<file path="config.mk">
export PLATFORM = sky130hd
export DESIGN_NAME = config_done_reset_gating
export DESIGN_NICKNAME = d
export VERILOG_FILES = /design/src/rtl/cfg_reset_pkg.sv /design/src/rtl/config_done_reset_gating.sv
export SDC_FILE = /design/constraint.sdc
export NUM_CORES = 1
export LEC_CHECK = 0
export BUFFER_PORTS_ARGS = -buffer_cell sky130_fd_sc_hd__buf_4
export CAP_MARGIN = 20
export CORE_AREA = 10 10 54 56
export CTS_BUF_LIST = sky130_fd_sc_hd__clkbuf_2 sky130_fd_sc_hd__clkbuf_4 sky130_fd_sc_hd__clkbuf_8
export CTS_CLUSTER_DIAMETER = 30
export DETAILED_ROUTE_END_ITERATION = 8
export DIE_AREA = 0 0 64 66
export PLACE_DENSITY = 0.74
export SLEW_MARGIN = 30
export SYNTH_ARGS = -nofsm -noshare
export SYNTH_HDL_FRONTEND = slang
export SYNTH_SLANG_ARGS = --single-unit
</file>
<file path="constraint.sdc">
create_clock -name clk_sys -period 1.3 [get_ports clk_sys]
set_input_delay 0 -clock clk_sys [delete_from_list [all_inputs] [get_ports clk_sys]]
set_output_delay 0 -clock clk_sys [all_outputs]
set_load 0.01 [all_outputs]
</file>
<file path="src/rtl/cfg_reset_pkg.sv">
// Package with types and constants for the configuration-done reset gating block
package cfg_reset_pkg;

    // Boot source select width and the code that names the JTAG scheme
    localparam int BOOT_SEL_W = 3;
    localparam logic [BOOT_SEL_W-1:0] BOOT_SEL_JTAG = 3'h7;

    // Reset values of the pin-facing outputs
    localparam logic RST_STATUS_N = 1'b0;
    localparam logic RST_INIT_DONE = 1'b0;
    localparam logic RST_USER_MODE_N = 1'b1;

    // Configuration manager states
    typedef enum logic [2:0] {
        ST_POR,
        ST_IDLE,
        ST_BOOT,
        ST_JTAG,
        ST_INIT,
        ST_USER
    } cfg_state_t;

    // Boot source that currently owns configuration
    typedef enum logic [1:0] {
        SRC_NONE,
        SRC_BOOT_PINS,
        SRC_JTAG
    } cfg_source_t;

    // Events from the configuration engine
    typedef struct packed {
        logic por_done;
        logic load_done;
        logic load_error;
    } cfg_engine_t;

    // JTAG side request and the security lock on JTAG
    typedef struct packed {
        logic jtag_req;
        logic jtag_locked;
    } jtag_ctl_t;

    // Pin-facing outputs carried together
    typedef struct packed {
        logic config_status_n;
        logic init_done;
        logic core_user_mode_n;
    } cfg_pins_t;

endpackage

</file>
<file path="src/rtl/config_done_reset_gating.sv">
// Configuration manager end-of-configuration sequencer and reset-release source
`timescale 1ns/10ps

////////////////////////////////////////////////////////////////////////////////
// Behaviour
// [RULE_01] JTAG configuration wins over every other scheme, whatever the boot select says.
// [RULE_02] JTAG configuration is accepted at any time unless security locks JTAG; ignored in ST_POR, on ST_IDLE req_fall, at low request in ST_INIT/ST_USER.
// [RULE_03] Falling edge of config request aborts JTAG and returns to pin-selected boot.
// [RULE_04] Host keeps config request high and steady through a JTAG load.
// [RULE_05] During JTAG load the status output follows the config request level.
// [RULE_06] A JTAG load failure never pulls the status output low.
// [RULE_07] After power-on reset, low config request drives status low too.
// [RULE_08] Core user-mode flag is the inverse of external init-done, one behaviour.
// [RULE_09] User logic stays in reset while user-mode flag high or init-done low.
// [RULE_10] User-mode flag low only once every sector runs in user mode.
// [RULE_11] User logic may gate resets, PLL resets and write enables with the flag.
// [RULE_12] The core flag comes from one single sector manager, one copy only; here one register set from all sectors' reports, SRC_SECTOR unused.
// [RULE_13] PLL lock counts only together with the user-mode flag low.
// [RULE_14] The core flag is made whether or not init-done goes to a pin.
// [RULE_15] Without core flag, init-done leaves on a manager pin and comes back.
// [RULE_16] This gating covers full configurations only, not partial reconfiguration.
// [RULE_17] External init-done rises once the whole device is in user mode.
// [RULE_18] User logic synchronises the released reset into each clock domain.
module config_done_reset_gating
    import cfg_reset_pkg::*;
#(
    parameter int NUM_SECTORS = 4,
    parameter int SRC_SECTOR = 0
) (
    // Clock and reset
    input wire logic clk_sys,
    input wire logic rst,
    // Configuration pins
    input wire logic config_request_n,
    input wire logic [BOOT_SEL_W-1:0] boot_mode_select,
    output logic config_status_n,
    output logic init_done,
    // Configuration engine and JTAG side
    input wire cfg_engine_t engine,
    input wire jtag_ctl_t jtag,
    // Sector managers report their sector in user mode
    input wire logic [NUM_SECTORS-1:0] sector_user_mode,
    // Core reset-release output and the selected source
    output logic core_user_mode_n,
    output cfg_source_t active_source,
    output logic jtag_error
);

    ////////////////////////////////////////////////////////////////////////////
    // Helpers

    // True when all sectors have left the frozen state
    function automatic logic all_sectors_up(input logic [NUM_SECTORS-1:0] s);
        all_sectors_up = &s;
    endfunction

    // JTAG may take over only when security leaves it open
    function automatic logic jtag_allowed(input jtag_ctl_t j);
        jtag_allowed = j.jtag_req && !j.jtag_locked;
    endfunction

    // Source picked by the boot pins; the JTAG code means no automatic load
    function automatic cfg_source_t pin_source(input logic [BOOT_SEL_W-1:0] sel);
        if (sel == BOOT_SEL_JTAG) begin
            pin_source = SRC_NONE;
        end else begin
            pin_source = SRC_BOOT_PINS;
        end
    endfunction

    ////////////////////////////////////////////////////////////////////////////
    // State

    // Control state and owning source
    cfg_state_t state;
    cfg_state_t next_state;
    cfg_source_t source;
    cfg_source_t next_source;

    // Sticky JTAG load failure
    logic err;
    logic next_err;

    // Pin-facing outputs, all registered
    cfg_pins_t pins;
    cfg_pins_t next_pins;

    // Request edge detector and sector samples
    logic req_prev;
    logic next_req_prev;
    logic [NUM_SECTORS-1:0] sector_q;
    logic [NUM_SECTORS-1:0] next_sector_q;

    // Decoded events shared between groups
    logic req_fall;
    logic jtag_go;
    logic jtag_start;
    logic boot_fail;

    ////////////////////////////////////////////////////////////////////////////
    // Input sampling

    // Previous request level; idles high like the pin, so no false edge after reset
    always_comb begin
        next_req_prev = config_request_n;
    end

    // Edge detector register
    always_ff @(posedge clk_sys) begin
        if (rst) begin
            req_prev <= 1'b1;
        end else begin
            req_prev <= next_req_prev;
        end
    end

    // One sample flop per sector manager report
    for (genvar g = 0; g < NUM_SECTORS; g++) begin : g_sector
        always_comb begin
            next_sector_q[g] = sector_user_mode[g];
        end
        always_ff @(posedge clk_sys) begin
            if (rst) begin
                sector_q[g] <= 1'b0;
            end else begin
                sector_q[g] <= next_sector_q[g];
            end
        end
    end

    // Falling request edge and an open JTAG request
    assign req_fall = req_prev && !config_request_n;
    assign jtag_go = jtag_allowed(jtag);

    ////////////////////////////////////////////////////////////////////////////
    // Control next-state logic

    // State and owning source
    always_comb begin
        next_state = state;
        next_source = source;
        boot_fail = 1'b0;
        case (state)
            // Wait for power-on reset to finish
            ST_POR: begin
                if (engine.por_done) begin
                    next_state = ST_IDLE;
                end
            end

            // Idle: a request edge drops any JTAG ownership
            ST_IDLE: begin
                if (req_fall) begin // RULE_03
                    next_source = pin_source(boot_mode_select);
                end else if (jtag_go) begin // RULE_01
                    next_state = ST_JTAG; // RULE_02
                    next_source = SRC_JTAG;
                end else if (config_request_n) begin
                    next_state = ST_BOOT;
                    next_source = pin_source(boot_mode_select);
                end
            end

            // Pin-selected load; JTAG still wins
            ST_BOOT: begin
                if (jtag_go) begin // RULE_01
                    next_state = ST_JTAG;
                    next_source = SRC_JTAG;
                end else if (!config_request_n) begin
                    next_state = ST_IDLE;
                end else if (engine.load_error) begin
                    boot_fail = 1'b1;
                    next_state = ST_IDLE;
                end else if (engine.load_done && source == SRC_BOOT_PINS) begin
                    next_state = ST_INIT;
                end
            end

            // JTAG load; request edge aborts it
            ST_JTAG: begin
                if (req_fall) begin // RULE_03
                    next_state = ST_IDLE;
                    next_source = pin_source(boot_mode_select);
                end else if (engine.load_error) begin
                    next_state = ST_IDLE;
                end else if (engine.load_done) begin
                    next_state = ST_INIT;
                end
            end

            // Wait for every sector to run
            ST_INIT: begin
                if (!config_request_n) begin
                    next_state = ST_IDLE;
                    next_source = pin_source(boot_mode_select); // RULE_03
                end else if (jtag_go) begin // RULE_01
                    next_state = ST_JTAG; // RULE_02
                    next_source = SRC_JTAG;
                end else if (all_sectors_up(sector_q)) begin // RULE_10
                    next_state = ST_USER;
                end
            end

            // User mode until a new request or JTAG load
            ST_USER: begin
                if (!config_request_n) begin
                    next_state = ST_IDLE;
                    next_source = pin_source(boot_mode_select); // RULE_03
                end else if (jtag_go) begin // RULE_01
                    next_state = ST_JTAG; // RULE_02
                    next_source = SRC_JTAG;
                end
            end

            default: begin
                next_state = ST_POR;
            end
        endcase
    end

    // Control registers
    always_ff @(posedge clk_sys) begin
        if (rst) begin
            state <= ST_POR;
            source <= SRC_NONE;
        end else begin
            state <= next_state;
            source <= next_source;
        end
    end

    ////////////////////////////////////////////////////////////////////////////
    // JTAG error flag

    // Entry into a JTAG load from any other state
    assign jtag_start = (next_state == ST_JTAG) && (state != ST_JTAG);

    // Set on a JTAG load failure, cleared at the next JTAG start
    always_comb begin
        next_err = err;
        if (state == ST_JTAG && !req_fall && engine.load_error) begin
            next_err = 1'b1; // RULE_06
        end else if (jtag_start) begin
            next_err = 1'b0;
        end
    end

    // Error register
    always_ff @(posedge clk_sys) begin
        if (rst) begin
            err <= 1'b0;
        end else begin
            err <= next_err;
        end
    end

    ////////////////////////////////////////////////////////////////////////////
    // Pin next-value logic

    // Status mirrors the request except in power-on and after a failed pin load
    always_comb begin
        next_pins = pins;
        if (state == ST_POR || boot_fail) begin
            next_pins.config_status_n = 1'b0;
        end else begin
            next_pins.config_status_n = config_request_n; // RULE_05 RULE_07
        end
        next_pins.init_done = (next_state == ST_USER); // RULE_17
        // Core flag is the inverse of init-done, made regardless of pin use
        next_pins.core_user_mode_n = !next_pins.init_done; // RULE_08 RULE_14
    end

    // Pin registers
    always_ff @(posedge clk_sys) begin
        if (rst) begin
            pins <= '{config_status_n: RST_STATUS_N, init_done: RST_INIT_DONE,
                      core_user_mode_n: RST_USER_MODE_N};
        end else begin
            pins <= next_pins;
        end
    end

    ////////////////////////////////////////////////////////////////////////////
    // Outputs, each from a flip-flop

    // Pin-facing levels
    assign config_status_n = pins.config_status_n;
    assign init_done = pins.init_done;

    // Single driver for the core flag, no copies to skew
    assign core_user_mode_n = pins.core_user_mode_n; // RULE_12

    // Status towards the JTAG side
    assign active_source = source;
    assign jtag_error = err;

endmodule

</file>
# Yosys cells after proc, flatten, opt, wreduce, memory -nomap -nowiden
# Index checks and enable logic that the tools add are counted.
[op_classes]
mux = 31
n_eq_ne = 12
n_reduce_logical = 18
[op_table]
columns = ["op", "n"]
rows = [
  ["2-to-1 mux 3 bit", 16],
  ["case mux 3 bit (6 select lines)", 1],
  ["== test 3 bit, second input constant", 4],
  ["2-to-1 mux 2 bit", 6],
  ["== test 3 x 2 -> 1 bit, second input constant", 3],
  ["case mux 2 bit (4 select lines)", 1],
  ["2-to-1 mux 1 bit", 7],
  ["logical AND 1 bit", 6],
  ["zero test 1 bit", 4],
  ["inequality test 4 bit, second input constant", 1],
  ["AND reduction 4 bit", 1],
  ["nonzero test 4 bit", 1],
  ["OR reduction 2 bit", 2],
  ["== test 3 x 1 -> 1 bit, second input constant", 1],
  ["zero test 3 bit", 1],
  ["inequality test 3 x 2 -> 1 bit, second input constant", 1],
  ["AND reduction 3 bit", 1],
  ["== test 2 x 1 -> 1 bit, second input constant", 1],
  ["inequality test 2 bit, second input constant", 1],
  ["nonzero test 2 bit", 1],
  ["logical OR 1 bit", 1],
]
[word_totals]
output_inout_bits = 6
register_bits = 14
input_bits = 15

# Longest topological paths before layout
# Gate-level depths: netlist of run 1.
[depth]
ltp_word = 11
depth_mapped = 6
mapped_depth_nobuf = 5

# Worst setup path before layout of run 1
# No wires, ideal clock.
[synth_timing]
path_type = "register to register"
start = "reg state[2]"
end = "reg err (netlist: jtag_error)"
t_required_ps = 1163
arrival_time_ps = 1153
slack_ps = 10
stages_incl_launch_ff = 7
setup_time_ps = 137
path_cell_list = "dfxtp_1 buf_6 or3b_1 a21oi_1 o22ai_1 o311ai_1 a311oi_1"
[synth_via]
elab_chain_len = 8
word_cells_on_any_way = 30
cone_classes = "eq/ne: 7; mux: 18; reduce/logical: 5"
[synth_rtl]
columns = ["element", "line", "rtl"]
rows = [
  ["start, declared", "config_done_reset_gating.sv:75", "cfg_state_t state;"],
  ["start signal, assigned", "config_done_reset_gating.sv:227", "state <= next_state;"],
  ["2-to-1 mux 3 bit", "config_done_reset_gating.sv:174", "end else if (engine.load_done && source == SRC_BOOT_PINS) begin"],
  ["2-to-1 mux 3 bit", "config_done_reset_gating.sv:171", "end else if (engine.load_error) begin"],
  ["2-to-1 mux 3 bit", "config_done_reset_gating.sv:169", "end else if (!config_request_n) begin"],
  ["2-to-1 mux 3 bit", "config_done_reset_gating.sv:166", "if (jtag_go) begin"],
  ["case mux 3 bit (6 select lines)", "config_done_reset_gating.sv:143", "case (state)"],
  ["== test 3 x 2 -> 1 bit", "config_done_reset_gating.sv:236", "assign jtag_start = (next_state == ST_JTAG) && (state != ST_JTAG);"],
  ["logical AND 1 bit", "config_done_reset_gating.sv:236", ""],
  ["nonzero test 2 bit (no source line)", "--", ""],
  ["end signal, assigned", "config_done_reset_gating.sv:253", "err <= next_err;"],
  ["end, declared", "config_done_reset_gating.sv:81", "logic err;"],
]
# Parallel ways exist; a longest one is shown, timed or not.
# A chain may end at the register's enable or synchronous reset.

# Final worst setup path of run 1
[layout_timing]
start = "reg state[0]"
end = "reg err (netlist: jtag_error)"
# The elaborated chain is that of the path after synthesis.

==> results of run 1 <==
-- per-layer routing --
layer | part of all wire [%] | up-vias | track usage, %
met1 | 42 | 414 | 14.1
met5 | 0 | - | 0
met3 | 5.1 | 5 | 1.69
li1 | - | 403 | -
met4 | 1.6 | 0 | 5.74
met2 | 51 | 31 | 20.5
-- flip-flops by register name, indices dropped and copies added (netlist names) --
register	cells
state	3
init_done	1
config_status_n	1
req_prev	1
active_source	2
jtag_error	1
sector_q	4
core_user_mode_n	1
-- kinds of logic (layout without fill, tap and decap cells) --
logic type | count (synthesis) | count (layout) | synth area share (%)
and+or+nand+nor | 37 | 37 | 31.2
AOI/OAI and AO/OA | 28 | 28 | 24.5
DFF | 14 | 14 | 37.1
buffers and inverters | 9 | 49 | 7.13
-- Yosys cell counts, types with 2 or more instances --
library cell,n
inv_1,4
o21ai_0,6
a211oi_1,2
o22ai_1,2
nor2b_1,9
buf_6,2
nor2_1,3
nand3b_1,3
nand2_1,3
dfxtp_1,14
a31oi_1,3
a21oi_1,5
nor3_1,3
and3b_1,2
nand2b_1,3
-- cells in the final DEF, fill, tap and decap left out, types with 2 or more instances in the layout --
| cell | Yosys | layout |
|---|---|---|
| o21ai_0 | 6 | 5 |
| nor2_2 | 1 | 3 |
| a31oi_1 | 3 | 2 |
| nor2b_1 | 9 | 8 |
| and3b_1 | 2 | 2 |
| nor3_2 | 0 | 2 |
| nand3b_1 | 3 | 3 |
| dfxtp_1 | 14 | 10 |
| clkbuf_4 | 0 | 3 |
| dlygate4sd3_1 | 0 | 10 |
| buf_6 | 2 | 2 |
| dfxtp_2 | 0 | 2 |
| nand2b_1 | 3 | 2 |
| inv_1 | 4 | 4 |
| buf_4 | 1 | 29 |
| dfxtp_4 | 0 | 2 |
| a21oi_2 | 0 | 4 |
| nand2_1 | 3 | 3 |
-- what timing repair did --
item,4_1_cts,5_1_grt
pin swaps,3,4
setup endpoints to repair,6,7
buffers inserted,0,1
hold buffers,10,0
hold endpoints to repair,11,0
gates resized for setup,8,19
-- power by group --
part | switching [W] | leakage, nW | total (W) | internal (W)
sequential | 0.0000184 | 0.117 | 0.000469 | 0.000450
clock | 0.000149 | 0.0210 | 0.000319 | 0.000170
combinational | 0.000133 | 0.381 | 0.000302 | 0.000169
total | 0.000300 | 0.519 | 0.00109 | 0.000789
-- worst paths after layout --
check / start / end / slack, ns / depth (start not counted)
setup / recovery: state[0] / jtag_error / -0.08 / 6
hold / removal: boot_mode_select[0] / active_source[0] / 0.03 / 3
setup reg to reg: state[0] / jtag_error / -0.08 / 6
hold reg to reg: active_source[0] / active_source[0] / 0.55 / 2
-- final cells by class --
| class | count | area share [%] |
|---|---|---|
| multi-input combinational | 65 | 41.2 |
| sequential | 14 | 23.8 |
| clock buffer | 4 | 2.98 |
| timing repair buffer | 41 | 28.0 |
| tap | 27 | 2.77 |
| inverter | 4 | 1.23 |
-- metrics by stage --
step | util [%] | hold slack, ns | TNS [ns]
floorplan | - | 0.0716 | 0
global placement | 51.2 | 0.209 | -0.294
detailed placement | 51.2 | 0.216 | -0.207
CTS | 59.3 | 0.0242 | -0.0879
global route | 64.0 | 0.0254 | -0.501
finish | 64.0 | 0.0290 | -0.149
-- worst register-to-register path, cell delays in order, from the launching register on --
cell and delay [ns]:
dfxtp_4 0.38, buf_6 0.14, o21ai_2 0.12, a21oi_2 0.07, o22ai_2 0.16, o311ai_2 0.14, a311oi_1 0.28
==> results.toml, run 1 <==
[synthesis]
synth_warnings = 0
synthTopCellsByArea = "dfxtp_1, nor2b_1, o21ai_0"
synthDistinctLibCells = 39
synthCells = 88
postSynthAreaPerCell_um2 = 8.57
ys_async_sr_fraction_pct = 0
syn_area_um2 = 754
ys_seq_area_share_pct = 37.1
ys_ff_latch = 14
ys.flop_type = "dfxtp_1"
synth_nets = 103
yosys.area.top_type = "dfxtp_1"
synth_edf_count = 0
synth_top_area_share_pct = 37.1

[clock_network]
cts.sinks = 14
clockBufferDepth = 2
clk_latency_ns = 0.28
root_buffer = "clkbuf_4"
htreeDepth = 1
cts_buffers = 3
clk_pin_slew_ns = 0.09
tritoncts = "done"

[cells_and_area]
n_antenna_cell = 0
synthToLayoutAreaGrowth_pct = 61.4
num-fill-cells = 148
register_area_um2 = 290
multi_input_area_um2 = 502
drive_gt1_share_pct = 46.9
finalNonFillerCells = 155
final_area_um2 = 1220
layout.nets = 144

[route]
ant_nets = 0
num_vias = 853
routed_via_density = 5.50
route.detailed.drc = 0
drt_iter0_markers = 36
wl_per_cell_um = 16.9
first_pass_iters = 4
routed_wl_um = 2620

[sta]
slew_violations = 0
period_share_pct = 106
relSlewSlack_pct = 68.0
rsz0062_at_grt = "yes"
finalHoldViolations = 0
worst_clock_skew_ns = 0.00341
setup_viol = 4
setup_slack_ns = -0.0772
fmax_ghz = 0.726
timing.final.crit_period_ns = 1.38
tightest_slew_ns = 0.479

[global_route]
grt_pass1_wl_um = 4060
grt_max_degree = 13
grt.total_usage_pct = 11.9
grt_pass1_vias = 808
grt.overflow.total = 0
antenna_found_initial = 0

[die]
die-area_um2 = 4220
die_x_um = 64
io_pins = 21
rows = 16
die_h_um = 66
initial_core_util_pct = 39.7
core_um2 = 1900

[power]
finalPower_w = 0.00109
p_leak_nw = 0.519
ir_drop_v = 0.000655
power.density_nw_per_um2 = 895

[placed_design]
dp_slack_ns = -0.102
port_buffers = 20
dpl-instance-area_um2 = 975
dp_hpwl_um = 1550
dp.cells = 140
routabilityCongestion = 0.918

[worst_setup_path]
crit_chain = "buf_6 > o21ai_2 > a21oi_2 > o22ai_2 > o311ai_2 > a311oi_1"
crit_fanout = 7
crit_path_end_kind = "flip-flop"
arrival_ns = 1.57
cp.required_ns = 1.49
max_stage_delay_ns = 0.38
cp_top_family = "compound AO/OA/AOI/OAI gates"
slowest_stage = "dfxtp_4"
crit_type = "flip-flop to flip-flop"
cp.buffers_inverters = 1
start_kind = "flip-flop"

[run]
drv_cap = 0

[worst_hold_path]
hp-class = "primary input to flip-flop"

[outcome]
violations = "negative setup slack"
status = "finished, violations left"
Power figures use the tool's default switching activity.
==> run 2: changes to the inputs <==
--- a/config.mk
+++ b/config.mk
@@ -5,14 +5,14 @@
 export SDC_FILE = /design/constraint.sdc
 export NUM_CORES = 1
 export LEC_CHECK = 0
-export BUFFER_PORTS_ARGS = -buffer_cell sky130_fd_sc_hd__buf_4
 export CAP_MARGIN = 20
 export CORE_AREA = 10 10 54 56
 export CTS_BUF_LIST = sky130_fd_sc_hd__clkbuf_2 sky130_fd_sc_hd__clkbuf_4 sky130_fd_sc_hd__clkbuf_8
 export CTS_CLUSTER_DIAMETER = 30
 export DETAILED_ROUTE_END_ITERATION = 8
 export DIE_AREA = 0 0 64 66
-export PLACE_DENSITY = 0.74
+export DONT_BUFFER_PORTS = 1
+export PLACE_DENSITY = 0.64
 export SLEW_MARGIN = 30
 export SYNTH_ARGS = -nofsm -noshare
 export SYNTH_HDL_FRONTEND = slang
==> results.toml, run 2 (same netlist as run 1, synthesis figures left out) <==
[outcome]
status = "finished, violations left"
violations = "negative setup slack"

[sta]
timing.final.crit_period_ns = 1.42
setup_viol = 7
setup_slack_ns = -0.120
rsz0062_at_grt = "yes"
relSlewSlack_pct = 71.1
fmax_ghz = 0.704
worst_clock_skew_ns = 0.00238
period_share_pct = 109
finalHoldViolations = 0
slew_violations = 0
tightest_slew_ns = 0.433

[global_route]
antenna_found_initial = 0
grt.overflow.total = 0
grt_pass1_wl_um = 3700
grt_pass1_vias = 768
grt_max_degree = 11
grt.total_usage_pct = 11.1

[clock_network]
root_buffer = "clkbuf_4"
tritoncts = "done"
cts_buffers = 3
cts.sinks = 14
clk_pin_slew_ns = 0.09
clockBufferDepth = 2
htreeDepth = 1
clk_latency_ns = 0.28

[die]
rows = 16
die_x_um = 64
die-area_um2 = 4220
io_pins = 21
core_um2 = 1900
initial_core_util_pct = 39.7
die_h_um = 66

[worst_setup_path]
arrival_ns = 1.58
cp.required_ns = 1.46
start_kind = "flip-flop"
crit_fanout = 6
crit_type = "flip-flop to flip-flop"
crit_path_end_kind = "flip-flop"

[placed_design]
routabilityCongestion = 1.00
port_buffers = 0
dpl-instance-area_um2 = 832
dp_hpwl_um = 1500

[worst_hold_path]
hp-class = "primary input to flip-flop"

[power]
ir_drop_v = 0.000641
power.density_nw_per_um2 = 965
p_leak_nw = 0.443

[cells_and_area]
largest_reg_flops = 4
drive_gt1_share_pct = 31.9
final_common_cell = "buf_4"
final_area_um2 = 1080
n_antenna_cell = 0
synthToLayoutAreaGrowth_pct = 43.6
layout_common_cells = "buf_4, dfxtp_1, dlygate4sd3_1"
layout.nets = 129
postLayoutCoreUtil_pct = 57.0
top_register = "sector_q"

[route]
first_pass_iters = 4
drt_iter0_markers = 39
wl_per_cell_um = 17.9
route.detailed.drc = 0
num_vias = 783
ant_nets = 0
routed_wl_um = 2500
routed_via_density = 5.59

[run]
drv_cap = 0
==> run 2: cell count changes in the layout (fill, tap and decap cells not counted), moves of 2 or more <==
cell     change
buf_4       -17
a21oi_1      +3
nor3_2       -2
nor2_2       -2
nor3_1       +2
a21oi_2      -3
==> run 2: final cells by class <==
cell class | count | area, um2
timing repair buffer | 26 | 234
clock buffer | 4 | 36.3
inverter | 4 | 15.0
fill | 152 | 818
tap | 27 | 33.8
multi-input combinational | 65 | 475
sequential | 14 | 289
==> run 2: per-layer routing <==
metal | GRT usage, % | wire (um)
met3 | 2.71 | 139
met5 | 0 | 0
met1 | 12.2 | 1070
met4 | 9.29 | 74
met2 | 17.7 | 1210
==> run 2: where the power goes <==
group	switching (W)	total [W]	internal, W
combinational	0.000113	0.000256	0.000142
clock	0.000153	0.000323	0.000170
sequential	0.0000170	0.000467	0.000450
total	0.000283	0.00105	0.000763
==> run 2: timing repair <==
item | CTS | global route
hold buffers | 11 | 0
pin swaps | 7 | 8
hold endpoints to repair | 14 | 0
resized for setup | 14 | 8
endpoints found under the setup margin | 7 | 8
buffers inserted | 3 | 1
==> run 2: per-stage QoR <==
step | hold slack, ns | total power [W] | TNS (ns) | cells | setup slack (ns)
global placement | 0.0731 | 0.000645 | -0.339 | 121 | -0.0900
CTS | 0.0320 | 0.00103 | -0.162 | 139 | -0.0986
global route | 0.0512 | 0.00109 | -0.893 | 140 | -0.183
floorplan | 0.0716 | 0.000595 | 0 | 88 | 0.0103
detailed placement | 0.0748 | 0.000646 | -0.441 | 121 | -0.126
finish | 0.0354 | 0.00105 | -0.441 | 140 | -0.120
==> run 2: path summary, 6_finish.rpt <==
kind	depth (start not counted)	end	start	slack, ns
setup / recovery	5	jtag_error	state[0]	-0.12
hold reg to reg	3	active_source[0]	active_source[0]	0.65
hold / removal	3	config_status_n	engine[0]	0.04
setup reg to reg	5	jtag_error	state[0]	-0.12
==> run 2: critical path, cell delays in order, from the launching register on <==
cell,delay (ns)
dfxtp_4,0.39
or3b_4,0.38
a21oi_2,0.15
o22ai_2,0.10
o311ai_2,0.11
a311oi_2,0.15
==> run 3: changes to the inputs <==
--- a/config.mk
+++ b/config.mk
@@ -5,12 +5,13 @@
 export SDC_FILE = /design/constraint.sdc
 export NUM_CORES = 1
 export LEC_CHECK = 0
+export ABC_AREA = 1
 export CAP_MARGIN = 20
-export CORE_AREA = 10 10 54 56
+export CORE_AREA = 10 10 55 57
 export CTS_BUF_LIST = sky130_fd_sc_hd__clkbuf_2 sky130_fd_sc_hd__clkbuf_4 sky130_fd_sc_hd__clkbuf_8
 export CTS_CLUSTER_DIAMETER = 30
 export DETAILED_ROUTE_END_ITERATION = 8
-export DIE_AREA = 0 0 64 66
+export DIE_AREA = 0 0 65 67
 export DONT_BUFFER_PORTS = 1
 export PLACE_DENSITY = 0.64
 export SLEW_MARGIN = 30
==> results.toml, run 3 <==
[placed_design]
dp_hpwl_um = 1560
port_buffers = 0
routabilityCongestion = 0.845
dpl-instance-area_um2 = 870
dp.cells = 158

[power]
swShare_pct = 28.1
switching_power_w = 0.000256
clkPwrFrac_pct = 24.6
ir_drop_v = 0.000680
cellInternalPower_w = 0.000656
power.density_nw_per_um2 = 864
comb_power_share_pct = 23.5
p_seq_share_pct = 51.8
p_leak_nw = 0.506

[synthesis]
synth_warnings = 0
synth_edf_count = 0
synthCells = 125
synthTopCellsByArea = "dfxtp_1, nand2_1, inv_1"
yosys.area.top_type = "dfxtp_1"
syn_area_um2 = 787
synthDistinctLibCells = 22
synthTopCellsByCount = "nand2_1, inv_1, dfxtp_1, nor2_1, nand3_1"
synth_most_common_cell = "nand2_1"
synth_top_area_share_pct = 35.6
ys_async_sr_fraction_pct = 0
synth_nets = 140
postSynthAreaPerCell_um2 = 6.30
ys.flop_type = "dfxtp_1"
ys_seq_area_share_pct = 35.6
ys_ff_latch = 14

[clock_network]
cts_buffers = 3
root_buffer = "clkbuf_4"
htreeDepth = 1
clockBufferDepth = 2
cts.sinks = 14
tritoncts = "done"
clk_latency_ns = 0.27
clk_pin_slew_ns = 0.07

[worst_setup_path]
arrival_ns = 1.47
crit_type = "flip-flop to flip-flop"
start_kind = "flip-flop"
crit_fanout = 6
crit_path_end_kind = "flip-flop"
ff2ff_setup_slack_ns = -0.03
cp.required_ns = 1.45

[sta]
slew_violations = 0
finalHoldViolations = 0
tightest_slew_ns = 0.400
period_share_pct = 102
relSlewSlack_pct = 73.3
timing.final.crit_period_ns = 1.33
worst_clock_skew_ns = 0.00523
setup_slack_ns = -0.0292
fmax_ghz = 0.752
setup_viol = 3
rsz0062_at_grt = "yes"

[cells_and_area]
synthToLayoutAreaGrowth_pct = 34.0
n_antenna_cell = 0
largest_reg_flops = 4
finalNonFillerCells = 172
final_common_cell = "nand2_1"
layout_common_cells = "nand2_1, inv_1, nor2_1"
layout.nets = 162
top_register = "sector_q"
drive_gt1_share_pct = 29.7
final_area_um2 = 1050

[route]
wl_per_cell_um = 11.8
ant_nets = 0
route.detailed.drc = 0
routed_wl_um = 2030
first_pass_iters = 4
num_vias = 836
drt_iter0_markers = 21
routed_via_density = 4.86

[outcome]
status = "finished, violations left"
violations = "negative setup slack"

[die]
die_h_um = 67
initial_core_util_pct = 40.5
io_pins = 21
die_x_um = 65
die-area_um2 = 4360
rows = 16
core_um2 = 1940

[global_route]
grt_pass1_vias = 765
grt.total_usage_pct = 9.47
grt_pass1_wl_um = 3280
antenna_found_initial = 0
grt.overflow.total = 0
grt_max_degree = 11

[worst_hold_path]
hp-class = "primary input to flip-flop"

[run]
drv_cap = 0
## run 3: critical path, cell delays in order, from the launching register on
cell     delay, ns
dfxtp_4       0.37
nor2_1        0.13
nand2_2       0.11
nand2_4       0.10
o21ai_2       0.06
inv_2         0.05
nor2_2        0.04
buf_4         0.13
a21oi_2       0.13
nand2_1       0.09
## run 3: logic make-up (layout without fill, tap and decap cells)
group / after synthesis / after routing / synth area share (%)
AOI/OAI and AO/OA: 12 / 12 / 9.70
buffers and inverters: 26 / 46 / 13.4
and+or+nand+nor: 73 / 73 / 41.3
DFF: 14 / 14 / 35.6
## run 3: cell type report
cell class                 instances  area, um2
fill                             189        887
clock buffer                       3       22.5
multi-input combinational         85        440
tap                               27       33.8
sequential                        14        293
inverter                          23       86.3
timing repair buffer              20        179
## run 3: stage by stage
step | TNS, ns | setup WS, ns | hold slack [ns] | utilization (%) | power [W]
2_1_floorplan | 0 | 0.0725 | 0.103 | - | 0.000606
4_1_cts | 0 | 0.0209 | 0.0479 | 51.3 | 0.000901
3_5_place_dp | -0.0817 | -0.0457 | 0.0661 | 44.8 | 0.000652
3_3_place_gp | -0.0416 | -0.0210 | 0.0664 | 44.8 | 0.000650
5_1_grt | -0.440 | -0.0945 | 0.0725 | 54.3 | 0.000962
6_report | -0.0615 | -0.0292 | 0.0565 | 54.3 | 0.000912
## run 3: final timing paths
kind                                    endpoint  startpoint  cells after the start
worst max register to register  core_user_mode_n    state[0]                      9
worst min-delay path             config_status_n     jtag[1]                      4
worst min register to register        jtag_error  jtag_error                      2
worst max-delay path            core_user_mode_n    state[0]                      9
## run 3: per-layer routing
layer | part of all wire, % | track usage, % | vias up
li1 | - | - | 428
met1 | 39 | 9.24 | 379
met2 | 53 | 17.5 | 25
met3 | 6.0 | 2.34 | 4
met4 | 1.7 | 6.15 | 0
met5 | 0 | 0 | -
## run 3: power by group through the flow
stage	clock network (W)	registers (W)	logic, W
after floorplan	0	0.000478	0.000128
after global placement	0	0.000483	0.000167
after detailed placement	0	0.000484	0.000168
after CTS	0.000230	0.000475	0.000197
after global routing	0.000246	0.000476	0.000240
final	0.000224	0.000473	0.000215
## run 3: repair_timing
item | CTS | global route
pin swaps | 0 | 7
endpoints found under the hold margin | 14 | 0
gates resized for setup | 3 | 15
hold buffers | 10 | 0
setup buffers | 0 | 1
setup endpoints to repair | 6 | 6
